### src/core/indicator_pkg.sv
// Constants, types and defaults for the port status indicator driver
// What this block does
// Each pin shows physical-layer state or a software-forced level; the forced level replaces it.
// Software override forces any parallel pin on, off or flashing.
// Short events on steady indicators are held visible for one shared programmable duration, 170 ms.
// Multi-event indicators flash with one shared programmable half period, 84 ms.
// Three parallel pins per port; a select setting picks each pin's status.
// Strap mode sets default pin 2/1/0 mapping after reset.
// Collision indicator low while held collision activity present.
// Error indicator low after held jabber, receive or buffer error.
// Duplex low full, speed low 100, link low up.
// Transmit, receive, activity indicators low while held activity present.
// Duplex/collision shows duplex, flashes on held collision.
// Link/receive shows link, flashes on held receive activity.
// Flashing activity indicator high idle, flashes on held activity.
// Serial stream carries up to seven indicators per port.
// Serial uses data, shift-enable and clock pins; strap picks serial defaults.
// Software selects serial statuses, their hold and flash timing.
// Serial starts single mode from strap; software selects dual per slot.
// Single mode: same value in both slots, enable over first slot only.
// Dual mode: separate 100/10 values, enable over both; off slot none.
// Port 5 sent first down to port 0; each bit at least 80 ns.
// Stream refreshed every programmable interval, 42 ms; idle between.
// Receiver shifts only while shift-enable high.
// All timers run from the core clock and clear on reset.
package indicator_pkg;
    // Timing
    localparam int CLK_NS  = 50;
    localparam int MS_NS   = 1000000;
    localparam int MS_CYC  = MS_NS / CLK_NS;
    localparam int BIT_NS  = 80;
    localparam int BIT_CYC = (BIT_NS + CLK_NS - 1) / CLK_NS;
    localparam logic [7:0] HOLD_MS_RST    = 8'hAA; // 170 ms
    localparam logic [7:0] FLASH_MS_RST   = 8'h54; // 84 ms
    localparam logic [7:0] REFRESH_MS_RST = 8'h2A; // 42 ms
    // Geometry
    localparam int NPORT_SER = 6;
    localparam int NPORT_PAR = 5;
    localparam int NSLOT     = 7;
    localparam int NBITS     = NPORT_SER * NSLOT * 2;
    // Register offsets
    localparam logic [7:0] CTRL_OFS    = 8'h00;
    localparam logic [7:0] PARSEL_OFS  = 8'h04;
    localparam logic [7:0] OVR_OFS     = 8'h08;
    localparam logic [7:0] SERSEL_OFS  = 8'h0C;
    localparam logic [7:0] SERDUAL_OFS = 8'h10;
    localparam logic [7:0] STAT_OFS    = 8'h14;
    localparam int HOLD_LSB    = 0;
    localparam int FLASH_LSB   = 8;
    localparam int REFRESH_LSB = 16;
    localparam logic [29:0] OVR_RST     = 30'h0;
    localparam logic [6:0]  SERDUAL_RST = 7'h0;
    // Override codes
    localparam logic [1:0] OVR_NORMAL = 2'h0;
    localparam logic [1:0] OVR_OFF    = 2'h1;
    localparam logic [1:0] OVR_ON     = 2'h2;
    localparam logic [1:0] OVR_FLASH  = 2'h3;
    typedef enum logic [3:0] {
        ST_OFF = 4'h0, ST_COL = 4'h1, ST_ERR = 4'h2, ST_DUP = 4'h3,
        ST_DUPCOL = 4'h4, ST_SPD = 4'h5, ST_LNK = 4'h6, ST_TX = 4'h7,
        ST_RX = 4'h8, ST_ACT = 4'h9, ST_LNKRX = 4'hA, ST_LNKACT = 4'hB,
        ST_ACTFL = 4'hC
    } status_e;
    // Strap defaults, pin 2 in [11:8] down to pin 0 in [3:0]
    localparam logic [11:0] PAR_DEF [4] = '{12'h687, 12'h695, 12'hA75, 12'hB45};
    // Serial defaults, slot 0 in [3:0]
    localparam logic [27:0] SER_DEF [4] =
        '{28'h000B542, 28'h0A75321, 28'h0965321, 28'h8765321};
endpackage : indicator_pkg

### src/core/event_hold.sv
// Per-lane pulse stretcher with a shared hold duration
`timescale 1ns/10ps
module event_hold import indicator_pkg::*; #(
    parameter int W = 6
) (
    input  wire logic         clock,
    input  wire logic         reset,
    input  wire logic         clock_en,
    input  wire logic         tick,
    input  wire logic [W-1:0] event_in,
    input  wire logic [7:0]   len,
    output logic      [W-1:0] held
);
    logic [7:0]   cnt_q [W];
    logic [W-1:0] held_q;

    // Reload on event, count down on millisecond ticks
    always_ff @(posedge clock) begin
        for (int i = 0; i < W; i++) begin
            if (reset) begin
                cnt_q[i]  <= 8'h00;
                held_q[i] <= 1'b0;
            end else if (clock_en) begin
                if (event_in[i]) begin
                    cnt_q[i]  <= len;
                    held_q[i] <= 1'b1;
                end else if (tick && cnt_q[i] != 8'h00) begin
                    cnt_q[i]  <= cnt_q[i] - 8'h01;
                    held_q[i] <= cnt_q[i] != 8'h01;
                end
            end
        end
    end
    assign held = held_q;
endmodule : event_hold

### src/core/stream_sequencer.sv
// Serial indicator frame sequencer: refresh timer and bit shifter
`timescale 1ns/10ps
module stream_sequencer import indicator_pkg::*; (
    input  wire logic       clock,
    input  wire logic       reset,
    input  wire logic       clock_en,
    input  wire logic       tick,
    input  wire logic [7:0] interval,
    input  wire logic       bit_data,
    input  wire logic       bit_en,
    output logic      [6:0] index,
    output logic            ser_out,
    output logic            shift_en,
    output logic            shift_clk,
    output logic            busy
);
    typedef enum logic {S_IDLE = 1'b0, S_SHIFT = 1'b1} seq_e;
    seq_e       st_q;
    logic [7:0] wait_q;
    logic [6:0] idx_q;
    logic [1:0] ph_q;
    logic       ser_q, en_q, clk_q;

    wire last_ph  = ph_q == 2'(BIT_CYC - 1);
    wire last_bit = idx_q == 7'(NBITS - 1);

    // Refresh wait, then one frame of bits
    always_ff @(posedge clock) begin
        if (reset) begin
            st_q <= S_IDLE; wait_q <= 8'h00; idx_q <= 7'h00; ph_q <= 2'h0;
            ser_q <= 1'b1; en_q <= 1'b0; clk_q <= 1'b0;
        end else if (clock_en) begin
            unique case (st_q)
                S_IDLE: begin
                    en_q <= 1'b0;
                    clk_q <= 1'b0;
                    if (tick) wait_q <= wait_q + 8'h01;
                    if (tick && wait_q + 8'h01 >= interval) begin
                        wait_q <= 8'h00;
                        st_q   <= S_SHIFT;
                    end
                end
                S_SHIFT: begin
                    ph_q <= last_ph ? 2'h0 : ph_q + 2'h1;
                    if (ph_q == 2'h0) begin
                        ser_q <= bit_data;
                        en_q  <= bit_en;
                        clk_q <= 1'b0;
                    end
                    if (ph_q == 2'(BIT_CYC / 2)) clk_q <= 1'b1;
                    if (last_ph) begin
                        idx_q <= last_bit ? 7'h00 : idx_q + 7'h01;
                        if (last_bit) st_q <= S_IDLE;
                    end
                end
            endcase
        end
    end
    assign index     = idx_q;
    assign ser_out   = ser_q;
    assign shift_en  = en_q;
    assign shift_clk = clk_q;
    assign busy      = st_q == S_SHIFT;
endmodule : stream_sequencer

### src/core/port_indicator_driver.sv
// Port status indicator driver: parallel pins, serial stream, APB registers
`timescale 1ns/10ps
module port_indicator_driver import indicator_pkg::*; #(
    parameter int MS_TICK = MS_CYC
) (
    input  wire logic                 clock,
    input  wire logic                 reset,
    input  wire logic                 clock_en,
    input  wire logic [7:0]           paddr,
    input  wire logic                 psel,
    input  wire logic                 penable,
    input  wire logic                 pwrite,
    input  wire logic [31:0]          pwdata,
    output logic      [31:0]          prdata,
    output logic                      pready,
    output logic                      pslverr,
    input  wire logic [1:0]           strap_mode,
    input  wire logic [NPORT_SER-1:0] link_up,
    input  wire logic [NPORT_SER-1:0] speed_100,
    input  wire logic [NPORT_SER-1:0] full_duplex,
    input  wire logic [NPORT_SER-1:0] tx_activity,
    input  wire logic [NPORT_SER-1:0] rx_activity,
    input  wire logic [NPORT_SER-1:0] collision,
    input  wire logic [NPORT_SER-1:0] error_event,
    output logic      [NPORT_PAR-1:0] port_indicator_two,
    output logic      [NPORT_PAR-1:0] port_indicator_one,
    output logic      [NPORT_PAR-1:0] port_indicator_zero,
    output logic                      indicator_serial_out,
    output logic                      indicator_shift_enable,
    output logic                      indicator_shift_clock
);

    // Registers
    logic [31:0] prdata_q;
    logic        pready_q, pslverr_q;
    logic [7:0]  hold_ms_q, flash_ms_q, refresh_ms_q;
    logic [11:0] par_sel_q;
    logic [29:0] ovr_q;
    logic [27:0] ser_sel_q;
    logic [6:0]  ser_dual_q;
    logic [1:0]  strap_s1_q, strap_s2_q, mode_q;
    logic        loaded_q;
    logic [19:0] ms_cnt_q;
    logic        tick_q;
    logic [7:0]  flash_cnt_q;
    logic        flash_q;
    logic [14:0] pin_q;

    // Strap synchroniser, no reset so it is valid at release
    always_ff @(posedge clock) begin
        if (clock_en) begin
            strap_s1_q <= strap_mode;
            strap_s2_q <= strap_s1_q;
        end
    end

    // Millisecond tick from the core clock
    always_ff @(posedge clock) begin
        if (reset) begin
            ms_cnt_q <= 20'h00000;
            tick_q   <= 1'b0;
        end else if (clock_en) begin
            tick_q   <= ms_cnt_q == 20'(MS_TICK - 1);
            ms_cnt_q <= (ms_cnt_q == 20'(MS_TICK - 1)) ? 20'h00000 : ms_cnt_q + 20'h00001;
        end
    end

    // Shared flash phase, high half then low half
    always_ff @(posedge clock) begin
        if (reset) begin
            flash_cnt_q <= 8'h00;
            flash_q     <= 1'b1;
        end else if (clock_en && tick_q) begin
            if (flash_cnt_q + 8'h01 >= flash_ms_q) begin
                flash_cnt_q <= 8'h00;
                flash_q     <= !flash_q;
            end else begin
                flash_cnt_q <= flash_cnt_q + 8'h01;
            end
        end
    end

    // Held events: long hold for steady pins, flash period for flashing ones
    logic [29:0] long_h;
    logic [17:0] short_h;
    event_hold #(.W(30)) u_long (
        .clock    (clock),
        .reset    (reset),
        .clock_en (clock_en),
        .tick     (tick_q),
        .event_in ({tx_activity | rx_activity, rx_activity, tx_activity,
                    error_event, collision}),
        .len      (hold_ms_q),
        .held     (long_h)
    );
    event_hold #(.W(18)) u_short (
        .clock    (clock),
        .reset    (reset),
        .clock_en (clock_en),
        .tick     (tick_q),
        .event_in ({tx_activity | rx_activity, rx_activity, collision}),
        .len      (flash_ms_q),
        .held     (short_h)
    );

    // Held event slices
    wire [5:0] col_l = long_h[5:0];
    wire [5:0] err_l = long_h[11:6];
    wire [5:0] tx_l  = long_h[17:12];
    wire [5:0] rx_l  = long_h[23:18];
    wire [5:0] act_l = long_h[29:24];
    wire [5:0] col_s = short_h[5:0];
    wire [5:0] rx_s  = short_h[11:6];
    wire [5:0] act_s = short_h[17:12];

    // Pin level for one status code; low is lit
    function automatic logic level(input logic [3:0] c, input int p, input logic fl);
        logic l;
        l = 1'b1;
        case (status_e'(c))
            ST_OFF:    l = 1'b1;
            ST_COL:    l = !col_l[p];
            ST_ERR:    l = !err_l[p];
            ST_DUP:    l = !full_duplex[p];
            ST_DUPCOL: l = col_s[p] ? fl : !full_duplex[p];
            ST_SPD:    l = !speed_100[p];
            ST_LNK:    l = !link_up[p];
            ST_TX:     l = !tx_l[p];
            ST_RX:     l = !rx_l[p];
            ST_ACT:    l = !act_l[p];
            ST_LNKRX:  l = rx_s[p] ? fl : !link_up[p];
            ST_LNKACT: l = act_s[p] ? fl : !link_up[p];
            ST_ACTFL:  l = act_s[p] ? fl : 1'b1;
            default:   l = 1'b1;
        endcase
        return l;
    endfunction : level

    // Status level per parallel pin; a process sees the held events the function reads
    logic [14:0] pin_d;
    logic [14:0] phy_lvl;
    always_comb begin
        phy_lvl = '1;
        for (int i = 0; i < 15; i++) begin
            phy_lvl[i] = level(par_sel_q[4*(i%3) +: 4], i / 3, flash_q);
        end
    end

    // Parallel pins: select, then override
    for (genvar p = 0; p < NPORT_PAR; p++) begin : g_par
        for (genvar k = 0; k < 3; k++) begin : g_pin
            wire [1:0] ov   = ovr_q[2*(3*p+k) +: 2];
            wire       phy  = phy_lvl[3*p+k];
            assign pin_d[3*p+k] = (ov == OVR_NORMAL) ? phy :
                                  (ov == OVR_OFF)    ? 1'b1 :
                                  (ov == OVR_ON)     ? 1'b0 : flash_q;
        end
        assign port_indicator_zero[p] = pin_q[3*p];
        assign port_indicator_one[p]  = pin_q[3*p+1];
        assign port_indicator_two[p]  = pin_q[3*p+2];
    end

    // Pin flops
    always_ff @(posedge clock) begin
        if (reset) pin_q <= '1;
        else if (clock_en) pin_q <= pin_d;
    end

    // Serial bit select: port 5 first, seven slots, 100 then 10
    logic [6:0] ser_idx;
    logic       ser_busy;
    wire  [6:0] grp      = ser_idx / 7'd14;
    wire  [6:0] rem      = ser_idx % 7'd14;
    wire  [2:0] ser_port = 3'(7'd5 - grp);
    wire  [2:0] slot     = rem[3:1];
    wire        sub10    = rem[0];
    wire  [3:0] ser_code = ser_sel_q[{slot, 2'b00} +: 4];
    wire        dual     = ser_dual_q[slot];
    logic       ser_lvl;
    // Status level of the serial bit in flight
    always_comb begin
        ser_lvl = level(ser_code, int'(ser_port), flash_q);
    end
    wire        sp100    = speed_100[ser_port];
    wire        bit_data = !dual ? ser_lvl :
                           (sub10 ? (ser_lvl | sp100) : (ser_lvl | !sp100));
    wire        bit_en   = ser_code != ST_OFF && (dual || !sub10);

    stream_sequencer u_seq (
        .clock     (clock),
        .reset     (reset),
        .clock_en  (clock_en),
        .tick      (tick_q),
        .interval  (refresh_ms_q),
        .bit_data  (bit_data),
        .bit_en    (bit_en),
        .index     (ser_idx),
        .ser_out   (indicator_serial_out),
        .shift_en  (indicator_shift_enable),
        .shift_clk (indicator_shift_clock),
        .busy      (ser_busy)
    );

    // APB decode
    wire access = psel && penable && pready_q;
    wire wr     = access && pwrite;
    wire hit    = paddr == CTRL_OFS || paddr == PARSEL_OFS || paddr == OVR_OFS ||
                  paddr == SERSEL_OFS || paddr == SERDUAL_OFS || paddr == STAT_OFS;
    wire [31:0] rd_mux =
        (paddr == CTRL_OFS)    ? {8'h00, refresh_ms_q, flash_ms_q, hold_ms_q} :
        (paddr == PARSEL_OFS)  ? {20'h00000, par_sel_q} :
        (paddr == OVR_OFS)     ? {2'h0, ovr_q} :
        (paddr == SERSEL_OFS)  ? {4'h0, ser_sel_q} :
        (paddr == SERDUAL_OFS) ? {25'h0000000, ser_dual_q} :
        (paddr == STAT_OFS)    ? {23'h000000, ser_busy, mode_q, link_up} : 32'h00000000;

    // APB answer: ready one cycle into the access phase
    always_ff @(posedge clock) begin
        if (reset) begin
            pready_q  <= 1'b0;
            pslverr_q <= 1'b0;
            prdata_q  <= 32'h00000000;
        end else if (clock_en) begin
            pready_q  <= psel && penable && !pready_q;
            pslverr_q <= psel && penable && !pready_q && !hit;
            prdata_q  <= (psel && penable && !pready_q && !pwrite) ? rd_mux : 32'h00000000;
        end
    end
    assign prdata  = prdata_q;
    assign pready  = pready_q;
    assign pslverr = pslverr_q;

    // Timing registers
    always_ff @(posedge clock) begin
        if (reset) begin
            hold_ms_q    <= HOLD_MS_RST;
            flash_ms_q   <= FLASH_MS_RST;
            refresh_ms_q <= REFRESH_MS_RST;
        end else if (clock_en && wr && paddr == CTRL_OFS) begin
            hold_ms_q    <= pwdata[HOLD_LSB +: 8];
            flash_ms_q   <= pwdata[FLASH_LSB +: 8];
            refresh_ms_q <= pwdata[REFRESH_LSB +: 8];
        end
    end

    // Display selection: strap defaults once after reset, then software
    always_ff @(posedge clock) begin
        if (reset) begin
            loaded_q   <= 1'b0;
            mode_q     <= 2'h0;
            par_sel_q  <= PAR_DEF[0];
            ser_sel_q  <= SER_DEF[0];
            ser_dual_q <= SERDUAL_RST;
            ovr_q      <= OVR_RST;
        end else if (clock_en) begin
            if (!loaded_q) begin
                loaded_q   <= 1'b1;
                mode_q     <= strap_s2_q;
                par_sel_q  <= PAR_DEF[strap_s2_q];
                ser_sel_q  <= SER_DEF[strap_s2_q];
                ser_dual_q <= SERDUAL_RST;
            end else if (wr) begin
                if (paddr == PARSEL_OFS)  par_sel_q  <= pwdata[11:0];
                if (paddr == OVR_OFS)     ovr_q      <= pwdata[29:0];
                if (paddr == SERSEL_OFS)  ser_sel_q  <= pwdata[27:0];
                if (paddr == SERDUAL_OFS) ser_dual_q <= pwdata[6:0];
            end
        end
    end
endmodule : port_indicator_driver

### config.mk
export PLATFORM = sky130hd
export DESIGN_NAME = port_indicator_driver
export DESIGN_NICKNAME = d
export VERILOG_FILES = /design/src/core/indicator_pkg.sv /design/src/core/event_hold.sv /design/src/core/stream_sequencer.sv /design/src/core/port_indicator_driver.sv
export SDC_FILE = /design/constraint.sdc
export NUM_CORES = 2
export LEC_CHECK = 0
export ABC_AREA = 1
export BUFFER_PORTS_ARGS = -buffer_cell sky130_fd_sc_hd__buf_2
export CAP_MARGIN = 20
export CORE_MARGIN = 2
export CORE_UTILIZATION = 63
export CTS_CLUSTER_DIAMETER = 50
export DETAILED_ROUTE_END_ITERATION = 10
export PLACE_DENSITY = 0.81
export SLEW_MARGIN = 30
export SYNTH_ARGS = -nofsm -noshare
export SYNTH_HDL_FRONTEND = slang
export SYNTH_SLANG_ARGS = --single-unit
### constraint.sdc
create_clock -name clock -period 3.2 [get_ports clock]
set_clock_uncertainty 0.05 [all_clocks]
set_input_delay 0.64 -clock clock [delete_from_list [all_inputs] [get_ports clock]]
set_output_delay 0.64 -clock clock [all_outputs]
set_load 0.01 [all_outputs]
; ---- Yosys cells after proc, flatten, opt, wreduce, memory -nomap -nowiden
; Memory sizes are Yosys's and may differ from the RTL's.
; Cells that the tools add are included.
[classes]
addsub = 54
n_mul = 0
n_div = 2
magnitude_cmp = 6
eq_ne = 140
shift = 1
n_mux = 703
bitwise_logic = 102
reduce_logical = 294
[ops]
columns = operator, n
row1 = 2-to-1 mux 8 bit, 99
row2 = 2-to-1 mux 1 bit, 548
row3 = "inequality test 8 x 1 -> 1 bit, second input constant", 48
row4 = nonzero test 8 bit, 48
row5 = "subtractor 8 x 1 -> 8 bit, second input constant", 48
row6 = one-hot mux 1 bit (12 select lines), 16
row7 = 2-to-1 mux 28 bit, 6
row8 = 2-to-1 mux 30 bit, 4
row9 = AND reduction 2 bit, 53
row10 = bitwise OR 1 bit, 98
row11 = nonzero test 2 bit, 49
row12 = "equality test 4 bit, second input constant", 20
row13 = "equality test 4 x 3 -> 1 bit, second input constant", 16
row14 = 2-to-1 mux 12 bit, 5
row15 = logical AND 1 bit, 59
row16 = binary-select mux 28 bit (select 2 bit), 1
row17 = logical NOT 1 bit, 54
row18 = binary-select mux 1 bit (select 3 bit), 12
row19 = "equality test 2 x 1 -> 1 bit, second input constant", 16
row20 = "equality test 4 x 2 -> 1 bit, second input constant", 8
row21 = logical NOT 2 bit, 16
row22 = "equality test 2 bit, second input constant", 15
row23 = 2-to-1 mux 7 bit, 4
row24 = indexed part select 28 x 6 -> 4 bit, 1
row25 = other kinds (32), 58
[word_totals]
reg_bits = 256
latch_bits = 0
ram_bits = 384
mem_bits_ro = 0
in_bits = 90
word_cells = 1378
memories = 2
[memory_table]
columns = name, words, word_bits, read_ports, rd_clocked_by_memory_dff, wr, line_no
row1 = u_long.cnt_q, 30, 8, 30, 0, 30, event_hold.sv:14  ; logic [7:0] cnt_q [W];
row2 = u_short.cnt_q, 18, 8, 18, 0, 18, event_hold.sv:14

; ---- Depth between registers and ports, before layout
[depth]
word_depth = 10
depth_mapped = 30

; ---- Hierarchy
; A second synthesis with hierarchy kept.
[hier_totals]
hier_cells = 5140
hier_area_um2 = 39862.0
[modules_own_cells]
columns = module, n_inst, cells_each, area_per_inst_um2
row1 = event_hold (u_long), 1, 2056, 17195.2
row2 = port_indicator_driver, 1, 1694, 11173.2
row3 = event_hold (u_short), 1, 1220, 10266.1
row4 = stream_sequencer, 1, 170, 1227.4

; ---- Least setup slack after synthesis
; No wires, ideal clock.
[synth_path]
path_kind = reg2reg
start = reg u_seq.idx_q[5] (netlist: u_seq.index[5])
end = reg u_seq.ser_q (netlist: u_seq.ser_out)
setup_ps = 115
t_arrival_ps = 2685
t_required_ps = 3035
path_slack_ps = 350
path_stages_with_launch = 30
path_buffers = 3
period_less_slack_ps = 2850
cell_sequence = dfxtp_1 > buf_2 > nand2_1 > nand2_2 > nand2_2 > nand2_2 > nand3_1 > nand2_2 > nand2_1 > nand2_1 > inv_1 > ha_1 > nand3_4 > nand3_4 > buf_6 > nand2_4 > nand2_4 > buf_6 > nand2_1 > nand3_1 > nand3_1 > nand2_1 > nand2_1 > nor2_2 > nor2_2 > nand3_2 > nor2_1 > nand2_1 > nand2_1 > nand2_1
[synth_between]
elab_chain_len = 10
[synth_rtl]
columns = element, line_no
row1 = start: declaration, stream_sequencer.sv:20  ; logic [6:0] idx_q;
row2 = start signal: assignment, stream_sequencer.sv:52  ; idx_q <= last_bit ? 7'h00 : idx_q + 7'h01;
row3 = divider 7 x 4 -> 7 bit, port_indicator_driver.sv:172  ; wire [6:0] grp = ser_idx / 7'd14;
row4 = subtractor 3 bit, port_indicator_driver.sv:174  ; wire [2:0] ser_port = 3'(7'd5 - grp);
row5 = binary-select mux 1 bit (select 3 bit) (on tied branches), --
row6 = 2-to-1 mux 1 bit (on tied branches), --
row7 = logical NOT 1 bit (on tied branches), --
row8 = 2-to-1 mux 1 bit (on tied branches), "port_indicator_driver.sv:132, port_indicator_driver.sv:125, port_indicator_driver.sv:131"
row9 = one-hot mux 1 bit (12 select lines), port_indicator_driver.sv:120  ; case (status_e'(c))
row10 = bitwise OR 1 bit, port_indicator_driver.sv:186  ; (sub10 ? (ser_lvl | sp100) : (ser_lvl | !sp100));
row11 = 2-to-1 mux 1 bit, port_indicator_driver.sv:186
row12 = 2-to-1 mux 1 bit (*), port_indicator_driver.sv:185  ; wire bit_data = !dual ? ser_lvl :
row13 = end signal: assignment, stream_sequencer.sv:46  ; ser_q <= bit_data;
row14 = end: declaration, stream_sequencer.sv:22  ; logic ser_q, en_q, clk_q;
; Mark *: on every way between the ends. The rest lies on a longest branch, timed or not. The select of a mux whose other input is x is not followed.
; A chain may end at the register's enable or synchronous reset.

; ---- Worst setup path in the final report
[layout_path]
start = reg u_seq.idx_q[6] (netlist: u_seq.index[6])
end = reg u_seq.ser_q (netlist: u_seq.ser_out)
; The elaborated chain is that of the path after synthesis.

==> impl_metrics.csv <==
group,metric,value,unit
run_status,outcome,"completed",
clock_tree,cts_buffers,76,
synthesis,synth_edf_count,388,
routing,ant_nets,0,
synthesis,synthCells,4577,
routing,vias,34600,
final_layout,final_util,0.711,
sta,relSlewSlack,0.275,
sta,post-route-period-util,0.970,
synthesis,yosysWarnings,0,
final_layout,nets,4986,
placement,place_inst,5406,
placement,preCtsSetupSlack,16.8,ps
sta,finalSetupViolations,0,
sta,timing.final.hold_violations,0,
synthesis,syn_area,0.0375,mm2
routing,drtPass1Iterations,8,
final_layout,fill_cells,4492,
flow_run,drv_cap,0,
sta,setup_tns,0,ps
setup_path,arrival,3570,ps
synthesis,netlist_top_cells_area,"edfxtp_1 (31%), dfxtp_1 (13%), nand2_1 (8.0%)",
power_and_ir_drop,finalPower,20.7,mW
final_layout,areaGrowthSynthToFinish,11.8,%
routing,drc_errors,0,
clock_tree,numClockSinks,638,
placement,routabilityCongestion,1.10,
floorplan,die_w,248,um
sta,clock.fmax,322,MHz
setup_path,rrSetupSlack,100,ps
routing,routed_wl,118000,um
min_path,hp-class,"input port to register",
floorplan,dieArea,0.0614,mm2
floorplan,core_region_area,0.0589,mm2
clock_tree,root_buffer,"clkbuf_16",
synthesis,synth_top_area_cell,"edfxtp_1",
placement,placed_cell_area,0.0391,mm2
synthesis,synth_top_area_share,0.311,
setup_path,required,3660,ps
setup_path,crit_path_start_kind,"register",
clock_tree,clk_pin_slew_worst_paths,60,ps
global_route,grt_pass1_wl,179000,um
synthesis,synth_area_per_cell,8.19,um2
sta,hold_ws,154,ps
clock_tree,cts_tree,"done",
power_and_ir_drop,p_per_area,494,mW/mm2
clock_tree,cts_buffer_depth,3,
global_route,grt-ovfl-total,0,
setup_path,critPathKind,"register to register",
final_layout,final_common_cell,"nand2_1",
clock_tree,cts.hold.buffers_added,0,
sta,fin_crit,3100,ps
synthesis,synthFlopType,"edfxtp_1",
global_route,grt_usage,0.378,
sta,drv_slew,0,
floorplan,dieHeight,248,um
routing,dr.first_iter.drc_count,4309,
clock_tree,htreeDepth,3,
setup_path,crit_fanout,17,
global_route,grt_antenna_before_repair,3,
final_layout,instances_no_fill,5561,
synthesis,yosysSeqAreaShare,0.445,
floorplan,ioPinCount,142,
routing,viasPerCell,6.22,
global_route,grt_max_degree,110,
routing,post_drt_wl_per_cell,21.3,um
sta,timing.final.ws_setup,95.4,ps
global_route,grt_pass1_vias,32000,
clock_tree,insertion_delay,620,ps
power_and_ir_drop,max-vdd-ir-drop,0.598,mV
placement,dp_hpwl,81200,um
final_layout,final_cell_mix,"nand2_1 (785), inv_1 (572), nor2_1 (418), edfxtp_1 (388), o21ai_0 (347)",
final_layout,fin_area,0.0419,mm2
synthesis,synth_seq_cells,638,
power_and_ir_drop,p_leak,17.1,nW
floorplan,start_util,0.636,
final_layout,drive_above_1_share,0.0865,
synthesis,ys_types,59,
synthesis,synthArstFlopShare,0,
sta,worst_slew_pin_slew,1090,ps
placement,io_buffers,137,
setup_path,critPathCaptureType,"register",
floorplan,num_rows,89,
## critical path, cell delays in order (launching register included)
cell      delay [ps]
dfxtp_4          370
inv_2             40
nand4_1          140
nand2_2           90
nand2_2          100
nand3_2           70
nand2_2          100
nand2_2           80
nand2_2           90
inv_2             40
ha_4             160
nand3_4           90
nand3_4          210
nand2_4          170
nand2_8          110
buf_4            150
o211ai_1         160
nand3_1           90
nand2_1          150
nor2_1            70
nor2_2           110
nand3_2           70
nor2_1           110
nand2_1          100
nand2_1           70
nand2_1           40
## sequential cells by signal, summed over array words and instances, names as in the netlist, 2 cells and up
name           cells
u_long.cnt_q     240
u_short.cnt_q    144
ovr_q             30
prdata            30
u_long.held       30
ser_sel_q         28
ms_cnt_q          20
u_short.held      18
pin_q             15
par_sel_q         12
flash_cnt_q        8
flash_ms_q         8
hold_ms_q          8
refresh_ms_q       8
u_seq.wait_q       8
ser_dual_q         7
u_seq.index        7
mode_q             2
strap_s1_q         2
strap_s2_q         2
u_seq.ph_q         2
## cell families after synthesis
kind of cell    Yosys count  synth area share
compound gates         1061             0.166
xor+xnor                280            0.0655
fa+ha+maj               172            0.0574
buf+inv                 754            0.0768
flops                   638             0.445
other cells               1          0.000100
simple gates           1671             0.189
## power breakdown
part | switching [mW] | internal [mW]
Sequential | 0.437 | 9.18
Clock | 3.57 | 5.08
Combinational | 1.58 | 0.843
Total | 5.58 | 15.1
## path summary, 6_finish.rpt
path                                from                         end  cells after the start
max          u_seq.index[6]$_SDFFE_PP0P_  u_seq.ser_out$_SDFFE_PP1P_                     25
min                        strap_mode[1]     strap_s1_q[1]$_DFFE_PP_                      1
max reg2reg  u_seq.index[6]$_SDFFE_PP0P_  u_seq.ser_out$_SDFFE_PP1P_                     25
min reg2reg      strap_s1_q[1]$_DFFE_PP_     strap_s2_q[1]$_DFFE_PP_                      0
## layout make-up
cell class              count  area [um2]  share of cell area
diodes                      1        2.50           0.0000597
clock buffers             109        2200              0.0524
clock inverters            32         305             0.00729
inverters                 596        2250              0.0538
multi-input cells        3186       18100               0.431
flip-flops and latches    638       16700               0.398
well taps                 773         967              0.0231
repair buffers            225        1430              0.0340
repair inverters            1        5.00            0.000119
## synth_stat cells, drive strengths merged, types with 2 or more instances
library cell and number:
a41oi 11, o31ai 16, o21a 3, edfxtp 388, nand3b 11, clkinv 7
o22ai 298, or3 10, or2 6, xor2 112, a21oi 201, nor2 426
nand4 41, a21boi 2, xnor2 168, a211oi 13, o21ai 349, a22o 3
o32ai 2, o211ai 45, nand2 807, buf 25, nor4 42, clkbuf 133
o2111ai 7, a211o 4, nor3 135, a22oi 15, a221oi 21, nand3 187
a31oi 49, o221ai 8, o21bai 8, dfxtp 250, ha 172, nor3b 4
inv 589
## layer usage
| metal | wire length, um | global-route usage | vias up | part of all wire |
|---|---|---|---|---|
| met5 | 8 | 0 | - | 0.000068 |
| met4 | 6760 | 0.196 | 2 | 0.057 |
| met3 | 12800 | 0.0669 | 395 | 0.11 |
| met2 | 52600 | 0.594 | 2011 | 0.44 |
| met1 | 46200 | 0.500 | 16100 | 0.39 |
| li1 | - | - | 16100 | - |
## what timing repair did
| item | in CTS | in global routing |
|---|---|---|
| gates resized for setup | 0 | 42 |
| setup endpoints to repair | 0 | 2 |
| buffers inserted | 0 | 12 |
(Power assumes the default switching activity.)
